[src/common/led_prog_consts.svh]
// Purpose: timing counts, offsets and reset values of the LED programmer
// Assumes: 125 MHz system clock
// Notes: a least time rounds up, a longest time rounds down
`ifndef LED_PROG_CONSTS_SVH
`define LED_PROG_CONSTS_SVH

`define CLK_MHZ 125
`define TCNT_W 18

// shortest pulse phase that is counted
`define T_GLITCH_NS 200
`define GLITCH_CYC ((`T_GLITCH_NS * `CLK_MHZ + 999) / 1000)
// longest pulse phase; a longer high ends a burst
`define PHASE_MAX_US 100
`define HI_MAX_CYC (`PHASE_MAX_US * `CLK_MHZ)
// longest wait from address burst end to first data fall
`define T_DATA_WIN_US 1000
`define DATA_WIN_CYC (`T_DATA_WIN_US * `CLK_MHZ)
// low time that requests shutdown
`define T_OFF_US 1500
`define OFF_CYC (`T_OFF_US * `CLK_MHZ)
// power-down delay after shutdown is requested
`define T_PDN_US 1000
`define PDN_CYC (`T_PDN_US * `CLK_MHZ)
// gain step filter delay
`define T_FILT_US 400
`define FILT_CYC (`T_FILT_US * `CLK_MHZ)

// register bus map, byte addresses
`define ADR_LINK_CTRL 8'h00
`define ADR_PROG_REGS 8'h04
`define ADR_LINK_STAT 8'h08
`define CTRL_LINK_EN 0
`define CTRL_RESTART 1
`define CTRL_RST 1'h1
`define ADDR_LAST 5'h06
`define CNT_SAT 5'h1F

`endif

[src/common/led_prog_pkg.sv]
// Purpose: shared types of the LED programmer
// Assumes: nothing
// Notes: one-hot state codes
package led_prog_pkg;
  typedef enum logic [3:0] {
    PM_1X = 4'h1,
    PM_133 = 4'h2,
    PM_15 = 4'h4,
    PM_2X = 4'h8
  } pump_mode_t;
  typedef enum logic [4:0] {
    LS_ADDR = 5'h01,
    LS_GAP = 5'h02,
    LS_DATA = 5'h04,
    LS_PDN = 5'h08,
    LS_OFF = 5'h10
  } link_state_t;
endpackage

[src/common/ctl_if.sv]
// Purpose: carrier between line filter, pump sequencer and core
// Assumes: one clock domain
// Notes: none
`timescale 1ns/1ps
`include "led_prog_consts.svh"
interface ctl_if;
  logic lvl;
  logic fall;
  logic [`TCNT_W-1:0] phase_cnt;
  logic fail;
  logic unity_ok;
  logic lockout;
  logic restart;
  logic hold;
  led_prog_pkg::pump_mode_t mode;
  modport filt (output lvl, fall, phase_cnt);
  modport seq (input fail, unity_ok, lockout, restart, hold, output mode);
  modport core (input lvl, fall, phase_cnt, mode,
                output fail, unity_ok, lockout, restart, hold);
endinterface

[src/design/led_prog_top.sv]
// Purpose: one-wire pulse-count programmer and control of a six-LED driver
// Assumes: 125 MHz clock, line and analog flags synchronous to it
// Notes: rules of the block follow
`timescale 1ns/1ps
`include "led_prog_consts.svh"
module led_prog_top #(
  parameter int unsigned HI_MAX_CYC = `HI_MAX_CYC,
  parameter int unsigned DATA_WIN_CYC = `DATA_WIN_CYC,
  parameter int unsigned OFF_CYC = `OFF_CYC,
  parameter int unsigned PDN_CYC = `PDN_CYC,
  parameter int unsigned FILT_CYC = `FILT_CYC
) (
  // clock and reset
  input wire logic clk_in,
  input wire logic rst_in,
  // one-wire enable and control line
  input wire logic en_set_in,
  // analog status
  input wire logic reg_fail_in,
  input wire logic unity_ok_in,
  input wire logic low_supply_cutoff_in,
  // wishbone slave
  input wire logic wb_cyc_in,
  input wire logic wb_stb_in,
  input wire logic wb_we_in,
  input wire logic [7:0] wb_adr_in,
  input wire logic [3:0] wb_sel_in,
  input wire logic [31:0] wb_dat_in,
  output logic [31:0] wb_dat_out,
  output logic wb_ack_out,
  // driver controls
  output logic current_range_select_out,
  output logic bank_a_on_out,
  output logic bank_b_on_out,
  output logic bank_c_on_out,
  output logic [3:0] global_code_out,
  output logic [3:0] bank_a_code_out,
  output logic [3:0] bank_b_code_out,
  output logic [3:0] bank_c_code_out,
  output logic [5:0] led_sink_outputs_oe_out,
  output logic unity_return_block_out,
  output led_prog_pkg::pump_mode_t pump_mode_out,
  output logic shutdown_out
);
  import led_prog_pkg::*;
  localparam logic [`TCNT_W-1:0] HI_MAX = `TCNT_W'(HI_MAX_CYC);
  localparam logic [`TCNT_W-1:0] WIN_MAX = `TCNT_W'(DATA_WIN_CYC);
  localparam logic [`TCNT_W-1:0] OFF_MAX = `TCNT_W'(OFF_CYC);
  localparam logic [`TCNT_W-1:0] PDN_MAX = `TCNT_W'(PDN_CYC - 1);

  ctl_if ctl();

  line_filter u_filt (
    .clk_in(clk_in),
    .rst_in(rst_in),
    .line_in(en_set_in),
    .ctl(ctl.filt)
  );

  pump_sequencer #(.FILT_CYC(FILT_CYC)) u_pump (
    .clk_in(clk_in),
    .rst_in(rst_in),
    .ctl(ctl.seq)
  );

  function automatic logic addr_ok(input logic [4:0] n);
    return n != 5'h00 && n <= `ADDR_LAST;
  endfunction

  link_state_t st_q;
  logic [4:0] pcnt_q;
  logic [2:0] sel_q;
  logic [`TCNT_W-1:0] pdn_q;
  logic [3:0] cur_q [5];
  logic lock_q;
  logic link_en_q;
  logic restart_q;
  logic burst_end;
  logic addr_hit;
  logic data_hit;
  logic sdn_hit;
  logic drive;
  logic low_sup;
  logic wb_req;
  logic wb_wr;

  always_comb begin
    low_sup = low_supply_cutoff_in;
    // a high longer than any pulse phase closes a burst
    burst_end = ctl.lvl && ctl.phase_cnt == HI_MAX;
    addr_hit = st_q == LS_ADDR && burst_end && link_en_q &&
               addr_ok(pcnt_q);
    data_hit = st_q == LS_DATA && burst_end;
    sdn_hit = !ctl.lvl && ctl.phase_cnt >= OFF_MAX &&
              st_q inside {LS_ADDR, LS_GAP, LS_DATA};
    drive = st_q != LS_OFF && !low_sup;
    wb_req = wb_cyc_in && wb_stb_in && !wb_ack_out;
    wb_wr = wb_req && wb_we_in && wb_adr_in == `ADR_LINK_CTRL &&
            wb_sel_in[0];
  end

  always_comb begin
    ctl.fail = reg_fail_in;
    ctl.unity_ok = unity_ok_in;
    ctl.lockout = lock_q;
    ctl.restart = (addr_hit && pcnt_q == `ADDR_LAST) || restart_q;
    ctl.hold = !drive;
  end

  // link sequencing; reset lands in address wait
  always_ff @(posedge clk_in) begin
    if (rst_in || low_sup) begin
      st_q <= LS_ADDR;
    end else if (sdn_hit) begin
      st_q <= LS_PDN;
    end else begin
      unique case (st_q)
        LS_ADDR: begin
          if (addr_hit) begin
            st_q <= LS_GAP;
          end
        end
        LS_GAP: begin
          if (ctl.fall) begin
            st_q <= LS_DATA;
          end else if (ctl.phase_cnt >= WIN_MAX) begin
            st_q <= LS_ADDR;
          end
        end
        LS_DATA: begin
          if (data_hit) begin
            st_q <= LS_ADDR;
          end
        end
        LS_PDN: begin
          if (ctl.lvl) begin
            st_q <= LS_ADDR;
          end else if (pdn_q == PDN_MAX) begin
            st_q <= LS_OFF;
          end
        end
        LS_OFF: begin
          if (ctl.lvl) begin
            st_q <= LS_ADDR;
          end
        end
        default: st_q <= LS_ADDR;
      endcase
    end
  end

  // falling edge counter for address and data bursts
  always_ff @(posedge clk_in) begin
    if (rst_in || burst_end || !link_en_q ||
        !(st_q inside {LS_ADDR, LS_GAP, LS_DATA})) begin
      pcnt_q <= 5'h00;
    end else if (ctl.fall && pcnt_q != `CNT_SAT) begin
      pcnt_q <= pcnt_q + 5'h01;
    end
  end

  always_ff @(posedge clk_in) begin
    if (rst_in) begin
      sel_q <= 3'h0;
    end else if (addr_hit) begin
      sel_q <= pcnt_q[2:0];
    end
  end

  always_ff @(posedge clk_in) begin
    if (rst_in || st_q != LS_PDN) begin
      pdn_q <= '0;
    end else begin
      pdn_q <= pdn_q + `TCNT_W'(1);
    end
  end

  // programmed registers; index 0..4 hold registers one to five
  always_ff @(posedge clk_in) begin
    if (rst_in || low_sup || st_q == LS_OFF) begin
      for (int i = 0; i < 5; i++) begin
        cur_q[i] <= 4'h0;
      end
      lock_q <= 1'b0;
    end else if (addr_hit) begin
      if (pcnt_q == `ADDR_LAST) begin
        lock_q <= 1'b0;
      end else begin
        cur_q[3'(pcnt_q[2:0] - 3'h1)] <= 4'h0;
      end
    end else if (data_hit) begin
      if (sel_q == 3'h6) begin
        lock_q <= pcnt_q == 5'h01;
      end else begin
        cur_q[3'(sel_q - 3'h1)] <= 4'(5'h10 - pcnt_q);
      end
    end
  end

  // outputs follow the registers one cycle late, all from flops
  always_ff @(posedge clk_in) begin
    if (rst_in) begin
      current_range_select_out <= 1'b0;
      bank_a_on_out <= 1'b0;
      bank_b_on_out <= 1'b0;
      bank_c_on_out <= 1'b0;
      global_code_out <= 4'h0;
      bank_a_code_out <= 4'h0;
      bank_b_code_out <= 4'h0;
      bank_c_code_out <= 4'h0;
      led_sink_outputs_oe_out <= 6'h00;
      unity_return_block_out <= 1'b0;
      shutdown_out <= 1'b0;
    end else begin
      current_range_select_out <= cur_q[0][3];
      bank_a_on_out <= cur_q[0][2] && drive;
      bank_b_on_out <= cur_q[0][1] && drive;
      bank_c_on_out <= cur_q[0][0] && drive;
      global_code_out <= cur_q[1];
      bank_a_code_out <= cur_q[2];
      bank_b_code_out <= cur_q[3];
      bank_c_code_out <= cur_q[4];
      led_sink_outputs_oe_out <= {{2{cur_q[0][0]}}, {2{cur_q[0][1]}},
        {2{cur_q[0][2]}}} & {6{drive}};
      unity_return_block_out <= lock_q;
      shutdown_out <= st_q == LS_OFF;
    end
  end

  assign pump_mode_out = ctl.mode;

  // bus slave: answers every access one cycle after the strobe
  always_ff @(posedge clk_in) begin
    if (rst_in) begin
      wb_ack_out <= 1'b0;
    end else begin
      wb_ack_out <= wb_req;
    end
  end

  always_ff @(posedge clk_in) begin
    if (rst_in) begin
      link_en_q <= `CTRL_RST;
      restart_q <= 1'b0;
    end else begin
      restart_q <= wb_wr && wb_dat_in[`CTRL_RESTART];
      if (wb_wr) begin
        link_en_q <= wb_dat_in[`CTRL_LINK_EN];
      end
    end
  end

  always_ff @(posedge clk_in) begin
    if (rst_in) begin
      wb_dat_out <= 32'h0000_0000;
    end else if (wb_req) begin
      unique case (wb_adr_in)
        `ADR_LINK_CTRL: wb_dat_out <= {31'h0000_0000, link_en_q};
        `ADR_PROG_REGS: wb_dat_out <= {11'h000, lock_q, cur_q[4],
          cur_q[3], cur_q[2], cur_q[1], cur_q[0]};
        `ADR_LINK_STAT: wb_dat_out <= {22'h00_0000, ctl.lvl, st_q,
          ctl.mode};
        default: wb_dat_out <= 32'h0000_0000;
      endcase
    end
  end

  a_addr_clear: assert property (
    @(posedge clk_in) disable iff (rst_in)
    addr_hit && pcnt_q == 5'h02 && !low_sup |=> cur_q[1] == 4'h0)
    else $error("addressed register not cleared");
  a_data_code: assert property (
    @(posedge clk_in) disable iff (rst_in)
    data_hit && sel_q == 3'h3 && !low_sup
    |=> cur_q[2] == 4'(5'h10 - $past(pcnt_q)))
    else $error("wrong current code stored");
  a_lock_bit: assert property (
    @(posedge clk_in) disable iff (rst_in)
    data_hit && sel_q == 3'h6 && !low_sup
    |=> lock_q == ($past(pcnt_q) == 5'h01))
    else $error("lockout bit wrong");
  a_gap_timeout: assert property (
    @(posedge clk_in) disable iff (rst_in)
    st_q == LS_GAP && !ctl.fall && ctl.phase_cnt >= WIN_MAX
    |=> st_q == LS_ADDR)
    else $error("data window did not time out");
  a_sdn_entry: assert property (
    @(posedge clk_in) disable iff (rst_in)
    st_q == LS_ADDR && !low_sup && !ctl.lvl && ctl.phase_cnt >= OFF_MAX
    |=> st_q == LS_PDN ##1 (st_q == LS_PDN || ctl.lvl))
    else $error("long low did not start power-down");
  a_off_sinks: assert property (
    @(posedge clk_in) disable iff (rst_in)
    st_q == LS_OFF |=> led_sink_outputs_oe_out == 6'h00 && shutdown_out)
    else $error("sinks driven in shutdown");
  a_supply_clear: assert property (
    @(posedge clk_in) disable iff (rst_in)
    low_sup |=> cur_q[0] == 4'h0 && !lock_q ##1 !bank_a_on_out)
    else $error("low supply did not clear registers");
endmodule // led_prog_top

[src/design/line_filter.sv]
// Purpose: deglitch the control line and time each of its phases
// Assumes: line input synchronous to clk_in
// Notes: accepted edges lag the pin by the glitch time
`timescale 1ns/1ps
`include "led_prog_consts.svh"
module line_filter #(
  parameter int unsigned GL_CYC = `GLITCH_CYC
) (
  // clock and reset
  input wire logic clk_in,
  input wire logic rst_in,
  // line and results
  input wire logic line_in,
  ctl_if.filt ctl
);
  logic lvl_q;
  logic fall_q;
  logic [4:0] st_q;
  logic [`TCNT_W-1:0] cnt_q;
  logic flip;

  assign flip = (line_in != lvl_q) && (st_q == 5'(GL_CYC - 1));

  // a level must persist the glitch time before it counts
  always_ff @(posedge clk_in) begin
    if (rst_in || line_in == lvl_q || flip) begin
      st_q <= 5'h00;
    end else begin
      st_q <= st_q + 5'h01;
    end
  end

  always_ff @(posedge clk_in) begin
    if (rst_in) begin
      lvl_q <= 1'b1;
      fall_q <= 1'b0;
    end else begin
      lvl_q <= flip ? line_in : lvl_q;
      fall_q <= flip && lvl_q;
    end
  end

  // phase timebase cleared on each accepted edge, saturating so long lows still read large
  always_ff @(posedge clk_in) begin
    if (rst_in || flip) begin
      cnt_q <= '0;
    end else if (cnt_q != '1) begin
      cnt_q <= cnt_q + `TCNT_W'(1);
    end
  end

  assign ctl.lvl = lvl_q;
  assign ctl.fall = fall_q;
  assign ctl.phase_cnt = cnt_q;

  a_glitch_drop: assert property (
    @(posedge clk_in) disable iff (rst_in)
    $fell(lvl_q) |-> !$past(line_in, 1) && !$past(line_in, 25))
    else $error("line fell after a short low");
endmodule // line_filter

[src/design/pump_sequencer.sv]
// Purpose: charge pump gain selection
// Assumes: fail and unity_ok come from the regulation comparators
// Notes: steps up one gain per filter delay, steps down only to 1x
`timescale 1ns/1ps
`include "led_prog_consts.svh"
module pump_sequencer #(
  parameter int unsigned FILT_CYC = `FILT_CYC
) (
  // clock and reset
  input wire logic clk_in,
  input wire logic rst_in,
  // control and mode
  ctl_if.seq ctl
);
  import led_prog_pkg::*;
  localparam logic [`TCNT_W-1:0] FILT_MAX = `TCNT_W'(FILT_CYC - 1);
  pump_mode_t mode_q;
  logic [`TCNT_W-1:0] fcnt_q;
  logic step;

  assign step = ctl.fail && fcnt_q == FILT_MAX;

  // failure must last the whole filter delay before a step
  always_ff @(posedge clk_in) begin
    if (rst_in || !ctl.fail || ctl.restart || ctl.hold ||
        mode_q == PM_2X || step) begin
      fcnt_q <= '0;
    end else begin
      fcnt_q <= fcnt_q + `TCNT_W'(1);
    end
  end

  always_ff @(posedge clk_in) begin
    if (rst_in || ctl.restart || ctl.hold) begin
      mode_q <= PM_1X;
    end else if (step) begin
      unique case (mode_q)
        PM_1X: mode_q <= PM_133;
        PM_133: mode_q <= PM_15;
        PM_15: mode_q <= PM_2X;
        PM_2X: mode_q <= PM_2X;
        default: mode_q <= PM_1X;
      endcase
    end else if (ctl.unity_ok && !ctl.lockout) begin
      mode_q <= PM_1X;
    end
  end

  assign ctl.mode = mode_q;

  a_pump_step: assert property (
    @(posedge clk_in) disable iff (rst_in)
    mode_q == PM_1X && !ctl.restart && !ctl.hold && fcnt_q == FILT_MAX
    && ctl.fail |=> mode_q == PM_133)
    else $error("no step to 1.33x after filter delay");
  a_pump_return: assert property (
    @(posedge clk_in) disable iff (rst_in)
    mode_q != PM_1X && ctl.unity_ok && !ctl.lockout && !ctl.fail
    |=> mode_q == PM_1X)
    else $error("no return to 1x");
  a_no_mid_down: assert property (
    @(posedge clk_in) disable iff (rst_in)
    mode_q == PM_2X |=> mode_q inside {PM_2X, PM_1X})
    else $error("stepped down to intermediate gain");
endmodule // pump_sequencer

[config.mk]
export PLATFORM = sky130hd
export DESIGN_NAME = led_prog_top
export DESIGN_NICKNAME = d
export VERILOG_FILES = /design/src/common/led_prog_pkg.sv /design/src/common/ctl_if.sv /design/src/design/led_prog_top.sv /design/src/design/line_filter.sv /design/src/design/pump_sequencer.sv
export VERILOG_INCLUDE_DIRS = /design/src /design/src/common
export SDC_FILE = /design/constraint.sdc
export NUM_CORES = 1
export LEC_CHECK = 0
export BUFFER_PORTS_ARGS = -buffer_cell sky130_fd_sc_hd__buf_2
export CAP_MARGIN = 20
export CORE_AREA = 2 2 116 118
export DETAILED_ROUTE_END_ITERATION = 12
export DIE_AREA = 0 0 118 120
export PLACE_DENSITY = 0.8
export REMOVE_ABC_BUFFERS = 1
export SYNTH_ARGS = -nofsm -noshare
export SYNTH_HDL_FRONTEND = slang
export SYNTH_HIERARCHICAL = 1
export SYNTH_SLANG_ARGS = --single-unit
[constraint.sdc]
create_clock -name clk_in -period 3.8 [get_ports clk_in]
set_input_delay 0 -clock clk_in [delete_from_list [all_inputs] [get_ports clk_in]]
set_output_delay 0 -clock clk_in [all_outputs]
set_load 0.005 [all_outputs]
# == Word-level counts from Yosys, hierarchy flattened ==
# Memories as Yosys holds them, arrays and structs flattened.
# Index checks and enable logic that the tools add are counted.
# word_totals
mem_bits_rw,20
word_cells,171
memories,1
ff_bits,142
# memory_table
name,depth,word_bits,rd,rd_ports_with_merged_regs,write_ports,line_no,source
cur_q,5,4,5,0,5,led_prog_top.sv:74,logic [3:0] cur_q [5];
# op_classes
reduce_logical,62
mux,34
eq_ne,35
add_sub_neg,8
n_bitwise,1
magnitude_cmp,3
# ops
cell,count
$pmux 21 s3,1
$add 18x1->18 const B,3
$mux 5,7
$pmux 5 s5,1
$logic_and 1x1->1,24
$mux 4,5
$eq 18x14->1 const B,1
$eq 18x16->1 const B,1
$eq 18x17->1 const B,1
$ge 18x17->1 const B,1
$ge 18x18->1 const B,1
$ne 18x18->1 const B,1
$logic_or 1x1->1,17
$mux 1,17
$pmux 4 s3,1
$add 5x1->5 const B,2
$eq 5x1->1 const B,2
$eq 5x3->1 const B,2
$eq 5x5->1 const B,2
$ne 5x5->1 const B,2
$reduce_and 5->1,2
$eq 8x3->1 const B,1
$eq 8x4->1 const B,1
$logic_not 1->1,8
other kinds (29),39

# == Logic depth before layout (Yosys ltp) ==
# logic_depth
depth_word,11
ltp_mapped,13
mapped_depth_nobuf,11

# == By module ==
# The synthesis kept the hierarchy.
# modules_own_cells
mod,seq_area_each_um2,cells_per_inst,area_each_um2,instances
led_prog_top,2162.1,479,4458.0,1
line_filter,500.5,138,1237.4,1
pump_sequencer,440.4,132,1181.1,1

# == Worst setup path after synthesis ==
# OpenSTA, ideal clock, no wires.
# synth_timing
path_kind,register -> register
startpoint,register u_filt.cnt_q[7] (netlist: u_filt/ctl.phase_cnt[7])
endpoint,memory cur_q[0][0] (enable)
n_path_buf,0
required_time_ps,3439
t_arrival_ps,2914
synth_period_minus_slack_ps,3275
setup_time_ps,361
setup_slack_ps,525
stages_incl_launch_ff,11
cell_sequence,dfxtp_1 nor4bb_1 nand2_1 nor4_4 nor2_1 a21oi_1 ha_1 xor2_1 or2_2 mux2_2 o21ai_0
# synth_rtl
item,line_no,source
from (decl),line_filter.sv:19,logic [`TCNT_W-1:0] cnt_q;
from (signal assigned),line_filter.sv:48,cnt_q <= cnt_q + `TCNT_W'(1);
to (decl),led_prog_top.sv:74,

==> results.ini <==
[status]
status=complete, no violations

[cts]
cts_root_buf=clkbuf_16
cts_sinks=145
post_cts_resized=0
max-clock-path-buffers=2
cts_tree=yes
clkTransAtPathRegs_ns=0.06
worstSkewPairLatency_ns=0.42
h-tree-depth=4
cts_made_buffers=17
postCtsSetupRepairBufs=0
hold_buffers=8

[logic_synthesis]
avgSynthCellArea_sq_um=9.181
syn_area_sq_mm=0.006877
synth_cells=749
synth.area.top_cells=dfxtp_1 36%, edfxtp_1 8.7%, nor2_1 5.3%, xor2_1 3.3%, a21oi_1 2.4%
synth_warnings=6
synth_most_common_cell=dfxtp_1
yosysTopAreaCell=dfxtp_1
ys_types=82
synth_common_cells=125 x dfxtp_1, 98 x nor2_1, 38 x nand2_1
synth_top_cell_area_share_pct=36.39
async_flop_share_pct=0
ys.flop_type=dfxtp_1
ys_seq_area_share_pct=45.12
synth_edf_count=20
synth-seq-cells=145

[grt]
antenna_found_initial=0
grt_start_max_net_pins=55
track_usage_pct=20.59
grt.overflow.total=0
grt_pass1_wl_mm=23.69
grt_pass1_vias=5117

[setup_path]
cp_slowest_cell=dfxtp_1
cp-start-kind=flop
crit_family=simple AND/OR/NAND/NOR gates
worst_path_largest_cell_delay_ns=0.45
critPathMaxFanout=8
cpMostUsedCell=buf_4
critical_path_buf_inv_count=2
critPathArrivalTime_ns=3.58
cp_data_required_time_ns=3.93
path_class=flop to flop
endpoint_kind=flop
crit_chain=nor4bb_1 > nand2_1 > nor4_4 > buf_4 > a21oi_1 > ha_1 > xor2_1 > or2_2 > mux2_2 > o21ai_0 > buf_4

[sta]
final.setup.tns_ns=0
timing.fmax_ghz=0.2901
finalCriticalPeriod_ns=3.447
final_hold_viol_count=0
slew_headroom_pct=39.62
grt_setup_unrepaired=no
worst_slack_ns=0.3529
setup-violations-final=0
period_share_pct=90.71
finalMaxSlewViolations=0
worst_pin_slew_ns=0.9056
finClkSkew_ns=0.008618

[detailed_routing]
ant_nets=0
vias_per_cell=5.601
routedWlPerCell_microns=14.19
drt_iter0_drc=398
dr_total_vias=5674
drc=0
first_pass_iters=5
routed_wl_mm=14.37

[flow_run]
cap_violations=0

[placement]
preCtsSetupSlack_ns=0.3972
hpwl_mm=9.893
place.gp.congestion=0.8978
placed_area_sq_mm=0.007307
port_buffers=73

[final_layout]
nFillCells=1082
antenna_cells=0
fin_area_sq_mm=0.008004
final_util_pct=61.66
drive_gt1_share_pct=19.00
num-nets-final=888
area_delta_synth_final_pct=16.39

[power_and_ir_drop]
power_frac_clock_pct=50.5
irDropWorstVdd_mv=0.3023
p_sw_uw=702.0
p_int_uw=2716
seq_power_share_pct=46.6
p_per_area_mw_per_mm2=427.0
combPwrFrac_pct=2.9
p_leak_uw=0.002957
power.share.switching_pct=20.54

[floorplanning]
die-height_microns=120
die_w_microns=118
rows=42
core_area_sq_mm=0.01298
dieArea_sq_mm=0.01416
initial_utilization_pct=52.98
io_pins=118

[min_path]
hold_path_class=input port to flop

==> worst reg2reg max path, stage by stage (launching register included) <==
cell	delay, ns
dfxtp_1	0.45
nor4bb_1	0.31
nand2_1	0.25
nor4_4	0.34
buf_4	0.21
a21oi_1	0.10
ha_1	0.29
xor2_1	0.23
or2_2	0.33
mux2_2	0.28
o21ai_0	0.18
buf_4	0.16
==> cells by family after synthesis <==
logic type,Yosys count,synth area share [%]
adders and majority gates,11,2.001
buffers and inverters,66,5.149
and+or+nand+nor,352,28.71
xor gates and xnor gates,41,5.222
AOI/OAI and AO/OA,122,12.12
DFF,145,45.12
muxes,11,1.619
other,1,0.05453
==> area by class of cell <==
cell class | count | area [sq um] | share of cell area, %
flip-flops and latches | 145 | 3103 | 38.77
repair buffers | 93 | 535.5 | 6.691
well taps | 176 | 220.2 | 2.751
multi-input cells | 548 | 3457 | 43.19
clock inverters | 13 | 183.9 | 2.298
clock buffers | 19 | 432.9 | 5.409
inverters | 19 | 71.32 | 0.8910
==> registers in the layout (all words and copies together) (netlist names), 3 cells and up <==
signal	count
pcnt_q	5
u_filt/ctl.phase_cnt	18
wb_dat_out	21
led_sink_outputs_oe_out	3
sel_q	3
bank_b_code_out	4
pdn_q	18
u_pump/fcnt_q	18
cur_q	20
u_pump/ctl.mode	4
bank_c_code_out	4
bank_a_code_out	4
st_q	5
global_code_out	4
u_filt/st_q	5
==> placed cells by master, fill, tap and decap left out, types with 5 or more instances in the layout <==
cell type      netlist  routed
dfxtp_1            125     125
nor2_1              98      98
buf_2                3      73
nand2_1             38      38
a21oi_1             33      33
nand3_1             30      30
nor3_1              29      29
xor2_1              26      26
nor2b_1             23      23
nand4_1             23      23
o21ai_0             21      21
a22oi_1             21      21
edfxtp_1            20      20
inv_1               19      19
clkbuf_16            0      17
xnor2_1             15      15
buf_4               21      12
ha_1                11      11
conb_1               1      11
or3_1               10      10
mux2i_1             10      10
nor2_2              10      10
nand2b_1             9       9
and3_1               8       8
nor4_1               8       8
dlygate4sd3_1        0       8
o31ai_1              6       6
and4_1               6       6
nand3b_1             5       5
nor4b_1              5       5
or2_2                5       5
o211ai_1             5       5
or4_1                5       5
==> per-layer routing <==
| metal | up-vias | share of wire (%) | GRT usage [%] |
|---|---|---|---|
| met5 | - | 0 | 0 |
| met1 | 2632 | 45 | 25.62 |
| met4 | 0 | 2.4 | 9.413 |
| met3 | 26 | 6.8 | 5.846 |
| met2 | 192 | 46 | 33.21 |
| li1 | 2824 | - | - |
==> worst paths after layout <==
kind	start	to	slack (ns)	cells after the start
min reg2reg	u_filt/st_q[0]	u_filt/st_q[0]	0.46	1
min	rst_in	st_q[3]	0.02	3
max	u_filt/ctl.phase_cnt[7]	cur_q[0][3]	0.35	11
max reg2reg	u_filt/ctl.phase_cnt[7]	cur_q[0][3]	0.35	11
==> power groups by stage <==
stage / Combinational (uW) / Clock (uW) / Sequential [uW]
after global routing: 112 / 1820 / 1590
after floorplan: 47.5 / 0 / 1620
after global placement: 94.8 / 0 / 1620
after CTS: 101 / 1750 / 1590
after detailed placement: 95.6 / 0 / 1620
final: 101 / 1730 / 1590
==> through the flow <==
step / power [uW] / instances / hold WS [ns]
final: 3418 / 1013 / 0.02197
after CTS: 3444 / 1013 / 0.003704
after global placement: 1718 / 973 / 0.2504
after global routing: 3529 / 1013 / 0.02185
after detailed placement: 1720 / 973 / 0.2558
after floorplan: 1669 / 712 / 0.07161
(Power assumes the default switching activity.)
